<file path="src/core/sfpe_defines.svh">
`ifndef SFPE_DEFINES_SVH
`define SFPE_DEFINES_SVH

`define SFPE_CLK_MHZ      100
`define SFPE_HALF_DIV     4
`define SFPE_GAP_NS       50
`define SFPE_GAP_CYC      ((`SFPE_GAP_NS * `SFPE_CLK_MHZ + 999) / 1000)

`define SFPE_OFF_CMD      8'h00
`define SFPE_OFF_ADDR     8'h04
`define SFPE_OFF_LEN      8'h08
`define SFPE_OFF_DATA     8'h0C
`define SFPE_OFF_STS      8'h10
`define SFPE_OFF_CFG      8'h14

`define SFPE_STS_BUSY     0
`define SFPE_STS_REFUSED  1
`define SFPE_STS_INPROG   2
`define SFPE_STS_WRLAT    3
`define SFPE_STS_BYTE_LO  8
`define SFPE_CFG_QUAD     0
`define SFPE_CFG_POLL     1

`define SFPE_DEV_INPROG_BIT 0
`define SFPE_DEV_WRLAT_BIT  1

`define SFPE_CODE_WR_EN   8'h06
`define SFPE_CODE_PROG    8'h02
`define SFPE_CODE_QPP     8'h32
`define SFPE_CODE_FPROG   8'hF2
`define SFPE_CODE_SECT    8'h20
`define SFPE_CODE_BE32    8'h52
`define SFPE_CODE_BE64    8'hD8
`define SFPE_CODE_RDSR    8'h05

`define SFPE_PAGE_BYTES   9'h100
`define SFPE_HDR_BYTES    9'h004
`define SFPE_ERASE_LAST   9'h003
`define SFPE_POLL_LAST    9'h001
`define SFPE_OE_SINGLE    4'h2
`define SFPE_OE_QUAD      4'h0
`define SFPE_IDLE_LINES   4'hC
`define SFPE_HI_LINES     3'h6

`endif

</file>
<file path="src/core/sfpe_pkg.sv">
package sfpe_pkg;

  typedef enum logic [2:0] {
    ST_IDLE  = 3'h0,
    ST_SETUP = 3'h1,
    ST_SHIFT = 3'h3,
    ST_HOLD  = 3'h2,
    ST_GAP   = 3'h6
  } sfpe_state_t;

  typedef enum logic [1:0] {
    PH_WR_EN = 2'h0,
    PH_CMD  = 2'h1,
    PH_POLL = 2'h3
  } sfpe_phase_t;

  typedef enum logic [2:0] {
    OP_WR_EN = 3'h0,
    OP_PROG  = 3'h1,
    OP_QPP   = 3'h2,
    OP_FPROG = 3'h3,
    OP_SECT  = 3'h4,
    OP_BE32 = 3'h5,
    OP_BE64 = 3'h6,
    OP_RDSR = 3'h7
  } sfpe_op_t;

  typedef struct packed {
    sfpe_state_t st;
    sfpe_phase_t ph;
    sfpe_op_t    op;
    logic [23:0] addr;
    logic [8:0]  len;
    logic [8:0]  wp;
    logic [8:0]  byte_i;
    logic [2:0]  bit_i;
    logic [7:0]  hc;
    logic        sck;
    logic        cs_n;
    logic [3:0]  dq_o;
    logic [3:0]  dq_oe_n;
    logic [3:0]  in_meta;
    logic [3:0]  in_sync;
    logic [7:0]  rx;
    logic [7:0]  stat;
    logic        busy;
    logic        refused;
    logic        quad_en;
    logic        apoll;
    logic        bus_wr;
    logic [7:0]  bus_a;
    logic [31:0] rdata;
    logic        resp;
  } sfpe_regs_t;

endpackage

</file>
<file path="src/core/sfpe_top.sv">
`timescale 1ns/1ns
`include "sfpe_defines.svh"

module sfpe_top
  import sfpe_pkg::*;
#(
  parameter int HALF_DIV = `SFPE_HALF_DIV,
  parameter int GAP_CYC  = `SFPE_GAP_CYC
) (
  // clock and reset
  input  wire logic        CLK,
  input  wire logic        RESET_N,
  // ahb-lite slave
  input  wire logic        HSEL,
  input  wire logic [31:0] HADDR,
  input  wire logic [1:0]  HTRANS,
  input  wire logic        HWRITE,
  input  wire logic [2:0]  HSIZE,
  input  wire logic [31:0] HWDATA,
  input  wire logic        HREADY,
  output logic      [31:0] HRDATA,
  output logic             HREADYOUT,
  output logic             HRESP,
  // serial flash pins
  output logic             CS_N,
  output logic             SCK,
  input  wire logic [3:0]  DATA_LINE_I,
  output logic      [3:0]  DATA_LINE_O,
  output logic      [3:0]  DATA_LINE_OE_N
);

  if (HALF_DIV < 1 || HALF_DIV > 256) begin : g_bad_half
    $error("HALF_DIV out of range");
  end
  if (GAP_CYC < 1 || GAP_CYC > 256) begin : g_bad_gap
    $error("GAP_CYC out of range");
  end

  localparam logic [7:0] HALF_LD = 8'(HALF_DIV - 1);
  localparam logic [7:0] GAP_LD  = 8'(GAP_CYC - 1);

  sfpe_regs_t s_q;
  sfpe_regs_t s_d;
  logic [7:0] page_mem [0:255];
  logic       buf_we;
  logic [7:0] buf_a;
  logic [7:0] buf_wd;
  logic       cmd_go;
  logic [7:0] code_now;
  logic [7:0] cur_byte;

  function automatic logic [7:0] opcode_of(sfpe_phase_t ph, sfpe_op_t op);
    logic [7:0] c;
    c = `SFPE_CODE_WR_EN;
    if (ph == PH_POLL) begin
      c = `SFPE_CODE_RDSR;
    end else if (ph == PH_CMD) begin
      unique case (op)
        OP_WR_EN: c = `SFPE_CODE_WR_EN;
        OP_PROG:  c = `SFPE_CODE_PROG;
        OP_QPP:   c = `SFPE_CODE_QPP;
        OP_FPROG: c = `SFPE_CODE_FPROG;
        OP_SECT:  c = `SFPE_CODE_SECT;
        OP_BE32: c = `SFPE_CODE_BE32;
        OP_BE64: c = `SFPE_CODE_BE64;
        OP_RDSR: c = `SFPE_CODE_RDSR;
      endcase
    end
    return c;
  endfunction

  // index of the byte after whose eighth bit chip select must rise
  function automatic logic [8:0] last_of(sfpe_phase_t ph, sfpe_op_t op, logic [8:0] len);
    logic [8:0] n;
    n = 9'h000;
    if (ph == PH_POLL) begin
      n = `SFPE_POLL_LAST;
    end else if (ph == PH_CMD) begin
      if (op == OP_PROG || op == OP_QPP || op == OP_FPROG) begin
        n = len + `SFPE_ERASE_LAST;
      end else if (op == OP_SECT || op == OP_BE32 || op == OP_BE64) begin
        n = `SFPE_ERASE_LAST;
      end
    end
    return n;
  endfunction

  function automatic sfpe_regs_t begin_frame(sfpe_regs_t r, sfpe_phase_t ph, logic [7:0] ld);
    sfpe_regs_t o;
    o        = r;
    o.ph     = ph;
    o.st     = ST_SETUP;
    o.cs_n   = 1'b0;
    o.sck    = 1'b0;
    o.hc     = ld;
    o.byte_i = 9'h000;
    o.bit_i  = 3'h0;
    return o;
  endfunction

  function automatic logic [7:0] byte_at(sfpe_regs_t r, logic [7:0] mem_byte);
    logic [7:0] b;
    unique case (r.byte_i)
      9'h000:  b = opcode_of(r.ph, r.op);
      9'h001:  b = r.addr[23:16];
      9'h002:  b = r.addr[15:8];
      9'h003:  b = r.addr[7:0];
      default: b = mem_byte;
    endcase
    return b;
  endfunction

  always_comb begin
    logic       wide;
    logic [3:0] nb;
    logic [8:0] mi;
    logic [2:0] bsel;
    logic       prog;
    logic       bad;
    sfpe_op_t   nop;
    s_d    = s_q;
    wide   = 1'b0;
    nb     = 4'h0;
    mi     = 9'h000;
    bsel   = 3'h0;
    prog   = 1'b0;
    bad    = 1'b0;
    nop    = OP_WR_EN;
    buf_we = 1'b0;
    buf_a  = s_q.wp[7:0];
    buf_wd = s_q.rdata[7:0];
    cmd_go = 1'b0;

    // pins from outside the clock domain pass two flops first
    s_d.in_meta = DATA_LINE_I;
    s_d.in_sync = s_q.in_meta;

    unique case (s_q.st)
      ST_IDLE: begin
      end
      ST_SETUP: begin
        if (s_q.hc != 8'h00) begin
          s_d.hc = s_q.hc - 8'h01;
        end else begin
          s_d.hc  = HALF_LD;
          s_d.sck = 1'b1;
          s_d.st  = ST_SHIFT;
        end
      end
      ST_SHIFT: begin
        if (s_q.hc != 8'h00) begin
          s_d.hc = s_q.hc - 8'h01;
        end else begin
          s_d.hc = HALF_LD;
          if (!s_q.sck) begin
            s_d.sck = 1'b1;
          end else begin
            s_d.sck = 1'b0;
            s_d.rx  = {s_q.rx[6:0], s_q.in_sync[1]};
            wide    = s_q.ph == PH_CMD && s_q.op == OP_QPP && s_q.byte_i >= `SFPE_HDR_BYTES;
            nb      = {1'b0, s_q.bit_i} + (wide ? 4'h4 : 4'h1);
            if (nb[3]) begin
              s_d.bit_i = 3'h0;
              if (s_q.byte_i == last_of(s_q.ph, s_q.op, s_q.len)) begin
                s_d.st = ST_HOLD;
              end else begin
                s_d.byte_i = s_q.byte_i + 9'h001;
              end
            end else begin
              s_d.bit_i = nb[2:0];
            end
          end
        end
      end
      ST_HOLD: begin
        // chip select held low one half period past the last falling edge
        if (s_q.hc != 8'h00) begin
          s_d.hc = s_q.hc - 8'h01;
        end else begin
          s_d.cs_n = 1'b1;
          s_d.st   = ST_GAP;
          s_d.hc   = GAP_LD;
        end
      end
      ST_GAP: begin
        if (s_q.hc != 8'h00) begin
          s_d.hc = s_q.hc - 8'h01;
        end else begin
          s_d.st = ST_IDLE;
          unique case (s_q.ph)
            PH_WR_EN: s_d = begin_frame(s_d, PH_CMD, HALF_LD);
            PH_CMD: begin
              if (s_q.apoll && s_q.op != OP_WR_EN) begin
                s_d = begin_frame(s_d, PH_POLL, HALF_LD);
              end else begin
                s_d.busy = 1'b0;
              end
            end
            PH_POLL: begin
              s_d.stat = s_q.rx;
              // polling after a program or erase keeps going while the device reports a cycle running
              if (s_q.rx[`SFPE_DEV_INPROG_BIT] && s_q.op != OP_RDSR) begin
                s_d = begin_frame(s_d, PH_POLL, HALF_LD);
              end else begin
                s_d.busy = 1'b0;
              end
            end
            default: s_d.busy = 1'b0;
          endcase
        end
      end
      default: begin
        s_d.st   = ST_IDLE;
        s_d.cs_n = 1'b1;
        s_d.sck  = 1'b0;
        s_d.busy = 1'b0;
      end
    endcase

    // ahb data phase of a write
    if (s_q.bus_wr) begin
      unique case (s_q.bus_a)
        `SFPE_OFF_CMD: begin
          nop    = sfpe_op_t'(HWDATA[2:0]);
          prog   = nop == OP_PROG || nop == OP_QPP || nop == OP_FPROG;
          bad    = s_q.busy;
          bad    = bad || (prog && (s_q.len == 9'h000 || s_q.len > `SFPE_PAGE_BYTES));
          bad    = bad || (nop == OP_QPP && !s_q.quad_en);
          bad    = bad || (prog && s_q.wp < s_q.len);
          s_d.refused = bad;
          if (!bad) begin
            cmd_go   = 1'b1;
            s_d.op   = nop;
            s_d.busy = 1'b1;
            if (nop == OP_RDSR) begin
              s_d = begin_frame(s_d, PH_POLL, HALF_LD);
            end else if (nop == OP_WR_EN) begin
              s_d = begin_frame(s_d, PH_CMD, HALF_LD);
            end else begin
              s_d = begin_frame(s_d, PH_WR_EN, HALF_LD);
            end
          end
        end
        `SFPE_OFF_ADDR: begin
          if (!s_q.busy) begin
            s_d.addr = HWDATA[23:0];
          end
        end
        `SFPE_OFF_LEN: begin
          if (!s_q.busy) begin
            s_d.len = HWDATA[8:0];
            s_d.wp  = 9'h000;
          end
        end
        `SFPE_OFF_DATA: begin
          // bytes written while busy or past one page are dropped and wp keeps its value
          if (!s_q.busy && s_q.wp < `SFPE_PAGE_BYTES) begin
            buf_we = 1'b1;
            buf_wd = HWDATA[7:0];
            s_d.wp = s_q.wp + 9'h001;
          end
        end
        `SFPE_OFF_CFG: begin
          s_d.quad_en = HWDATA[`SFPE_CFG_QUAD];
          s_d.apoll = HWDATA[`SFPE_CFG_POLL];
        end
        default: begin
        end
      endcase
    end

    // ahb address phase; zero wait states
    s_d.bus_wr = HSEL && HTRANS[1] && HREADY && HWRITE && HSIZE == 3'h2;
    s_d.bus_a  = HADDR[7:0];
    if (HSEL && HTRANS[1] && HREADY && !HWRITE) begin
      s_d.rdata = 32'h0000_0000;
      unique case (HADDR[7:0])
        `SFPE_OFF_CMD:  s_d.rdata[2:0] = s_q.op;
        `SFPE_OFF_ADDR: s_d.rdata[23:0] = s_q.addr;
        `SFPE_OFF_LEN:  s_d.rdata[8:0] = s_q.len;
        `SFPE_OFF_DATA: s_d.rdata[8:0] = s_q.wp;
        `SFPE_OFF_STS: begin
          s_d.rdata[`SFPE_STS_BUSY]    = s_q.busy;
          s_d.rdata[`SFPE_STS_REFUSED] = s_q.refused;
          s_d.rdata[`SFPE_STS_INPROG]  = s_q.stat[`SFPE_DEV_INPROG_BIT];
          s_d.rdata[`SFPE_STS_WRLAT]   = s_q.stat[`SFPE_DEV_WRLAT_BIT];
          s_d.rdata[`SFPE_STS_BYTE_LO +: 8] = s_q.stat;
        end
        `SFPE_OFF_CFG: begin
          s_d.rdata[`SFPE_CFG_QUAD] = s_q.quad_en;
          s_d.rdata[`SFPE_CFG_POLL] = s_q.apoll;
        end
        default: s_d.rdata = 32'h0000_0000;
      endcase
    end
    s_d.resp = 1'b0;

    // line drive follows the next state so pins and counters stay aligned
    mi   = s_d.byte_i - `SFPE_HDR_BYTES;
    wide = s_d.ph == PH_CMD && s_d.op == OP_QPP && s_d.byte_i >= `SFPE_HDR_BYTES;
    cur_byte = byte_at(s_d, page_mem[mi[7:0]]);
    bsel = 3'h7 - s_d.bit_i;
    if (s_d.cs_n) begin
      s_d.dq_o    = `SFPE_IDLE_LINES;
      s_d.dq_oe_n = `SFPE_OE_SINGLE;
    end else if (wide) begin
      s_d.dq_oe_n = `SFPE_OE_QUAD;
      s_d.dq_o    = (s_d.bit_i == 3'h0) ? cur_byte[7:4] : cur_byte[3:0];
    end else begin
      s_d.dq_oe_n = `SFPE_OE_SINGLE;
      s_d.dq_o    = {`SFPE_HI_LINES, cur_byte[bsel]};
    end
  end

  always_ff @(posedge CLK or negedge RESET_N) begin
    if (!RESET_N) begin
      s_q         <= '0;
      s_q.st      <= ST_IDLE;
      s_q.cs_n    <= 1'b1;
      s_q.dq_o    <= `SFPE_IDLE_LINES;
      s_q.dq_oe_n <= `SFPE_OE_SINGLE;
    end else begin
      s_q <= s_d;
    end
  end

  // page buffer needs no reset; it is filled before every program
  always_ff @(posedge CLK) begin
    if (buf_we) begin
      page_mem[buf_a] <= buf_wd;
    end
  end

  assign HRDATA         = s_q.rdata;
  assign HREADYOUT      = 1'b1;
  assign HRESP          = s_q.resp;
  assign CS_N           = s_q.cs_n;
  assign SCK            = s_q.sck;
  assign DATA_LINE_O    = s_q.dq_o;
  assign DATA_LINE_OE_N = s_q.dq_oe_n;
  assign code_now       = opcode_of(s_q.ph, s_q.op);
endmodule

</file>
<file path="config.mk">
export PLATFORM = sky130hd
export DESIGN_NAME = sfpe_top
export DESIGN_NICKNAME = d
export VERILOG_FILES = /design/src/core/sfpe_pkg.sv /design/src/core/sfpe_top.sv
export VERILOG_INCLUDE_DIRS = /design/src /design/src/core
export SDC_FILE = /design/constraint.sdc
export NUM_CORES = 2
export LEC_CHECK = 0
export BUFFER_PORTS_ARGS = -buffer_cell sky130_fd_sc_hd__buf_2
export CAP_MARGIN = 20
export CORE_AREA = 2 2 390 392
export DETAILED_ROUTE_END_ITERATION = 10
export DIE_AREA = 0 0 392 394
export PLACE_DENSITY = 0.76
export SLEW_MARGIN = 10
export SYNTH_ARGS = -nofsm -noshare
export SYNTH_HDL_FRONTEND = slang
export SYNTH_SLANG_ARGS = --single-unit
</file>
<file path="constraint.sdc">
create_clock -name CLK -period 11.5 [get_ports CLK]
set_clock_uncertainty 0.1 [all_clocks]
set_input_delay 1.15 -clock CLK [delete_from_list [all_inputs] [get_ports CLK]]
set_output_delay 1.15 -clock CLK [all_outputs]
set_load 0.005 [all_outputs]
</file>
After elaboration in Yosys (flattened, before gate mapping)
Memories as Yosys holds them, arrays and structs flattened. Cells that the tools add are included.

Memories kept: 2. Memory bits (read-only): 64. Bits in writable memories: 2048. Output and inout port bits: 44. Bits of input ports: 78. Register bits: 147. Word-level logic and storage cells: 203.

Memory list: page_mem (depth 256, bits a word 8, rd ports 1, clocked after memory_dff 0, write ports 1, RTL line sfpe_top.sv:44) `logic [7:0] page_mem [0:255];`; (no name shown) (depth 8, bits a word 8, rd ports 1, clocked after memory_dff 0, write ports 0, RTL line sfpe_top.sv:58) `unique case (op)`.

Equality and inequality tests: 34. Reductions and logical operators: 42. $lt $le $gt $ge: 6. $add $sub $neg: 7. Mux-type cells: 88.

Operators by type and width (count): 102-bit case mux with 3 select lines (1); 150-bit two-way mux (2); 104-bit two-way mux (2); 102-bit two-way mux (2); 147-bit two-way mux (1); 146-bit two-way mux (1); 8-bit two-way mux (15); 9-bit two-way mux (10); 80-bit two-way mux (1); 62-bit two-way mux (1); 56-bit two-way mux (1); 24-bit case mux with 2 select lines (1); 47-bit two-way mux (1); 45-bit two-way mux (1); 42-bit two-way mux (1); 8-bit by 4-bit equality test with 1-bit output (second input constant) (4); 32-bit two-way mux (1); 8-bit case mux with 4 select lines (1); 9-bit case mux with 3 select lines (1); 3-bit by 2-bit equality test with 1-bit output (second input constant) (8); 8-bit by 5-bit equality test with 1-bit output (second input constant) (3); 12-bit two-way mux (2); 24-bit two-way mux (1); 3-bit two-way mux (8); other kinds (51) (107).

Depth between registers and ports, before layout
Depth after elaboration: 28. Gate-level depth with buffers: 34. Gate-level depth less buffers: 25.

Least setup slack after synthesis
OpenSTA, ideal clock, no wires.

Path type: input-to-reg. From: input HWDATA[1]. To: register s_q, in the netlist DATA_LINE_O[0]. Data required time: 11.262 ns. Slack: 4.766 ns. Stages on the path: 28. Arrival time: 6.495 ns. Library setup time: 0.138 ns. Path buffers: 11. Cells stage by stage: clkbuf_1 > o21ba_2 > o211ai_1 > a211oi_1 > a211oi_2 > buf_2 > nor2_1 > mux2_2 > clkinv_1 > buf_2 > buf_2 > clkbuf_1 > buf_1 > ha_1 > buf_1 > and4b_1 > a22o_1 > or2_1 > buf_2 > buf_2 > buf_2 > clkbuf_1 > o211ai_1 > and4_1 > a2bb2oi_1 > a22oi_1 > nor4_1 > or4_1.

RTL lines: from (decl) (RTL line sfpe_top.sv:19) `input wire logic [31:0] HWDATA,`; to (decl) (RTL line sfpe_top.sv:42) `sfpe_regs_t s_q;`.

==> results.cfg <==
[cts]
numCtsBuffers = 205
clk_root_buffer_cell = sky130_fd_sc_hd__clkbuf_16
clock_input_transition_at_the_sequential_cells_of_the_worst_setup_and_hold_paths_ns = 0.07
post_cts_hold_buffer_count = 0
clock_tree_from_tritoncts = built
postCtsResizedCells = 0
cts-htree-levels = 4
clock_path_buffers = 3
numClockSinks = 2180
clk_latency_ns = 0.88
cts.repair_timing.setup_buffer_count = 0

[sta]
worst_hold_slack_ns = 0.178
final_setup_violation_count = 0
setup_total_negative_slack_ns = 0
report.final.slew_viol_count = 0
period_needed_ns = 9.32
layout_worst_path_cycle_share = 0.810
worst-slew-pin-transition_ns = 1.27
grt_setup_unrepaired = false
hold_viol_final = 0
slew_headroom = 0.149
max_freq_ghz = 0.107

[route]
final_antenna_net_count = 0
wire_per_inst_um = 30.0
routed_wirelength_mm = 265
detail_route.first_pass.iterations = 8
initialDrtViolationCount = 10300
drc = 0
route.vias.total = 59800
avgViaCountPerCell = 6.77

[global_routing]
grt_residual_overflow = 0
total_global_route_track_usage = 0.339
pin_count_of_the_biggest_net_entering_global_routing = 239
grt_antenna_before_repair = 9
grt_first_pass_wirelength_mm = 379
number_of_global_route_vias_before_repair = 55800

[critical_path]
startpoint_type = register
timing.critical_path.cells = or4_1 > or3_1 > inv_2 > a21o_2 > and2_1 > a21oi_2 > nand3_2 > buf_4 > and3_4 > clkinv_16 > buf_12 > nand2_1 > nand3_1 > and3_1 > o21ai_0 > a31oi_1 > o41ai_1 > o311ai_1 > mux2i_1 > nor4_1 > or4_1
critPathMaxFanout = 159
cp_slowest_cell = sky130_fd_sc_hd__o41ai_1
timing.critical_path.required_ns = 12.13
critPathCaptureType = register
worst_path_most_repeated_cell = sky130_fd_sc_hd__or4_1
critical_path_class = reg -> reg
worstRegToRegCells = 21
worstPathArrival_ns = 9.94
cp_slowest_stage_delay_ns = 1.10

[yosys]
synth_cells = 6689
netlist.top_cell.by_area = sky130_fd_sc_hd__edfxtp_1
synth_top_cells_by_area = sky130_fd_sc_hd__edfxtp_1 (68%), sky130_fd_sc_hd__nand2_1 (5.8%), sky130_fd_sc_hd__dfrtp_1 (3.6%)
post_synth_instance_area_mm2 = 0.0898
async_reset_ff_frac = 0.0606
synth-seq-cells = 2180
number_of_flops_mapped_to_enable_cells_by_yosys = 2048
postSynthAreaPerCell_um2 = 13.4
synth_top_flop_cell = sky130_fd_sc_hd__edfxtp_1
seq_area_frac_synth = 0.721
ys_warn_count = 0
synth.top_cell.area_share = 0.685
yosys.cell_types.count = 101

[pwr]
leakage_power_summed_over_all_cells_uw = 0.0318
power-per-cell-area_mw_per_mm2 = 156
max-vdd-ir-drop_uv = 180

[floorplan]
initial_utilization = 0.596
pin_count = 122
design.die.area_mm2 = 0.154
die_w_um = 392
placeableCoreArea_mm2 = 0.151
die_y_um = 394
fp-row-count = 143

[cells_and_area]
final.fill_count = 10300
finish.net_count = 6724
drive_above_1_share = 0.0934
syn_to_final_growth_pct = 9.17

[run_status]
status = completed

[placement]
replace_congestion = 0.940
numPortBuffers = 72
hpwlAfterDp_mm = 153

[min_path]
hold_path_class = in -> async

[job]
max_cap_violations = 0
==> report_power, final <==
group	leakage [µW]	switching [µW]	total (µW)	internal, µW
clock network	0.00311	2940	6450	3510
registers	0.0198	8.90	8700	8690
logic	0.00888	166	197	30.5
total	0.0318	3110	15300	12200
==> final timing paths <==
check / slack [ns] / to / from
setup reg to reg: 2.18 / DATA_LINE_O[0] / s_q[83]
setup / recovery: 2.18 / DATA_LINE_O[0] / s_q[83]
hold reg to reg: 0.29 / s_q[63] / s_q[67]
hold / removal: 0.18 / HRDATA[21] / RESET_N
max in group asynchronous: 9.87 / s_q[99] / RESET_N
min in group CLK: 0.29 / s_q[63] / s_q[67]
==> area by class of cell <==
type,instances,area (µm²),area share
Inverter,57,253,0.00258
Antenna cell,17,42.5,0.000434
Tap cell,2030,2540,0.0259
Timing Repair Buffer,206,1610,0.0164
Clock inverter,121,826,0.00842
Clock buffer,257,5490,0.0559
Sequential cell,2180,64800,0.661
Multi-Input combinational cell,3967,22500,0.230
==> placed cells by master (no fill, tap or decap), drive strengths merged, types with 13 or more instances in the layout <==
cell / Yosys / final
edfxtp: 2048 / 2048
dfrtp: 128 / 128
nand4: 25 / 25
a22oi: 46 / 46
mux2i: 264 / 264
diode: 0 / 17
o211ai: 26 / 26
clkbuf: 185 / 257
and3: 65 / 65
conb: 2 / 13
xnor2: 18 / 18
a211oi: 35 / 35
clkinv: 1 / 106
buf: 311 / 206
nor3: 53 / 53
o221ai: 21 / 21
a311oi: 62 / 62
a32oi: 45 / 45
a221oi: 124 / 124
ha: 29 / 29
inv: 56 / 63
a21oi: 357 / 357
and2: 15 / 15
o21ai: 108 / 108
a31oi: 95 / 95
nand2: 1396 / 1396
nand3: 419 / 419
mux2: 65 / 65
nor4: 15 / 15
nor2: 370 / 370
o22ai: 49 / 49
o2111ai: 16 / 16
a22o: 22 / 22
a32o: 13 / 13
==> synth_stat cells (18+ instances only) <==
master / count
sky130_fd_sc_hd__nand3_1: 418
sky130_fd_sc_hd__buf_1: 28
sky130_fd_sc_hd__o22ai_1: 49
sky130_fd_sc_hd__buf_2: 195
sky130_fd_sc_hd__o211ai_1: 24
sky130_fd_sc_hd__dfrtp_1: 128
sky130_fd_sc_hd__a211oi_1: 32
sky130_fd_sc_hd__clkbuf_1: 185
sky130_fd_sc_hd__nor2_1: 366
sky130_fd_sc_hd__a22oi_1: 46
sky130_fd_sc_hd__o21ai_0: 107
sky130_fd_sc_hd__nor3_1: 51
sky130_fd_sc_hd__and3_1: 64
sky130_fd_sc_hd__ha_1: 29
sky130_fd_sc_hd__xnor2_1: 18
sky130_fd_sc_hd__inv_1: 52
sky130_fd_sc_hd__a31oi_1: 95
sky130_fd_sc_hd__buf_4: 69
sky130_fd_sc_hd__a221oi_1: 124
sky130_fd_sc_hd__a32oi_1: 45
sky130_fd_sc_hd__o221ai_1: 21
sky130_fd_sc_hd__a22o_1: 22
sky130_fd_sc_hd__nand2_1: 1394
sky130_fd_sc_hd__mux2i_1: 264
sky130_fd_sc_hd__edfxtp_1: 2048
sky130_fd_sc_hd__a21oi_1: 356
sky130_fd_sc_hd__nand4_1: 24
sky130_fd_sc_hd__a311oi_1: 61
sky130_fd_sc_hd__mux2_2: 64
==> flip-flops by register name, indices dropped and copies added, names as in the netlist <==
signal and flops:
page_mem 2048, SCK 1, DATA_LINE_OE_N 1, s_q 93, buf_a 8, HRDATA 24, CS_N 1, DATA_LINE_O 4
==> through the flow <==
step / worst slack, ns / area (µm²) / cells / util / total power (µW)
after floorplan: 4.77 / 89900 / 6700 / - / 9000
after global placement: 2.85 / 91600 / 8435 / 0.608 / 9050
after detailed placement: 2.80 / 91700 / 8437 / 0.608 / 9060
after CTS: 2.82 / 98000 / 8815 / 0.650 / 15300
after global routing: 2.14 / 98000 / 8819 / 0.651 / 15600
final: 2.18 / 98100 / 8835 / 0.651 / 15300
==> critical path: cells and delay by family, from the launching register on <==
kind / cells / cell delay (ns)
multiplexers: 1 / 0.23
AND/OR/NAND/NOR: 10 / 3.60
buffers and inverters: 4 / 1.79
AO/OA/AOI/OAI: 6 / 2.69
flip-flops: 1 / 0.42
==> cell families after synthesis <==
logic type | Yosys count | share of synthesized area
AO/OA/AOI/OAI | 1136 | 0.0868
flip-flops | 2180 | 0.721
AND/OR/NAND/NOR | 2426 | 0.115
other | 2 | 0.0000836
adder cells (fa/ha/maj) | 29 | 0.00404
XOR/XNOR | 23 | 0.00224
buffers and inverters | 553 | 0.0305
multiplexers | 340 | 0.0403
==> per-layer routing <==
metal  share of wire  wire length, µm  vias to the layer above  GRT usage
li1                -                -                    25000          -
met1            0.35            91500                    29200      0.447
met3            0.15            39200                      910      0.117
met4           0.064            16900                       14      0.191
met5         0.00080              211                        -          0
met2            0.44           117000                     4707      0.495
Power figures use the tool's default switching activity.
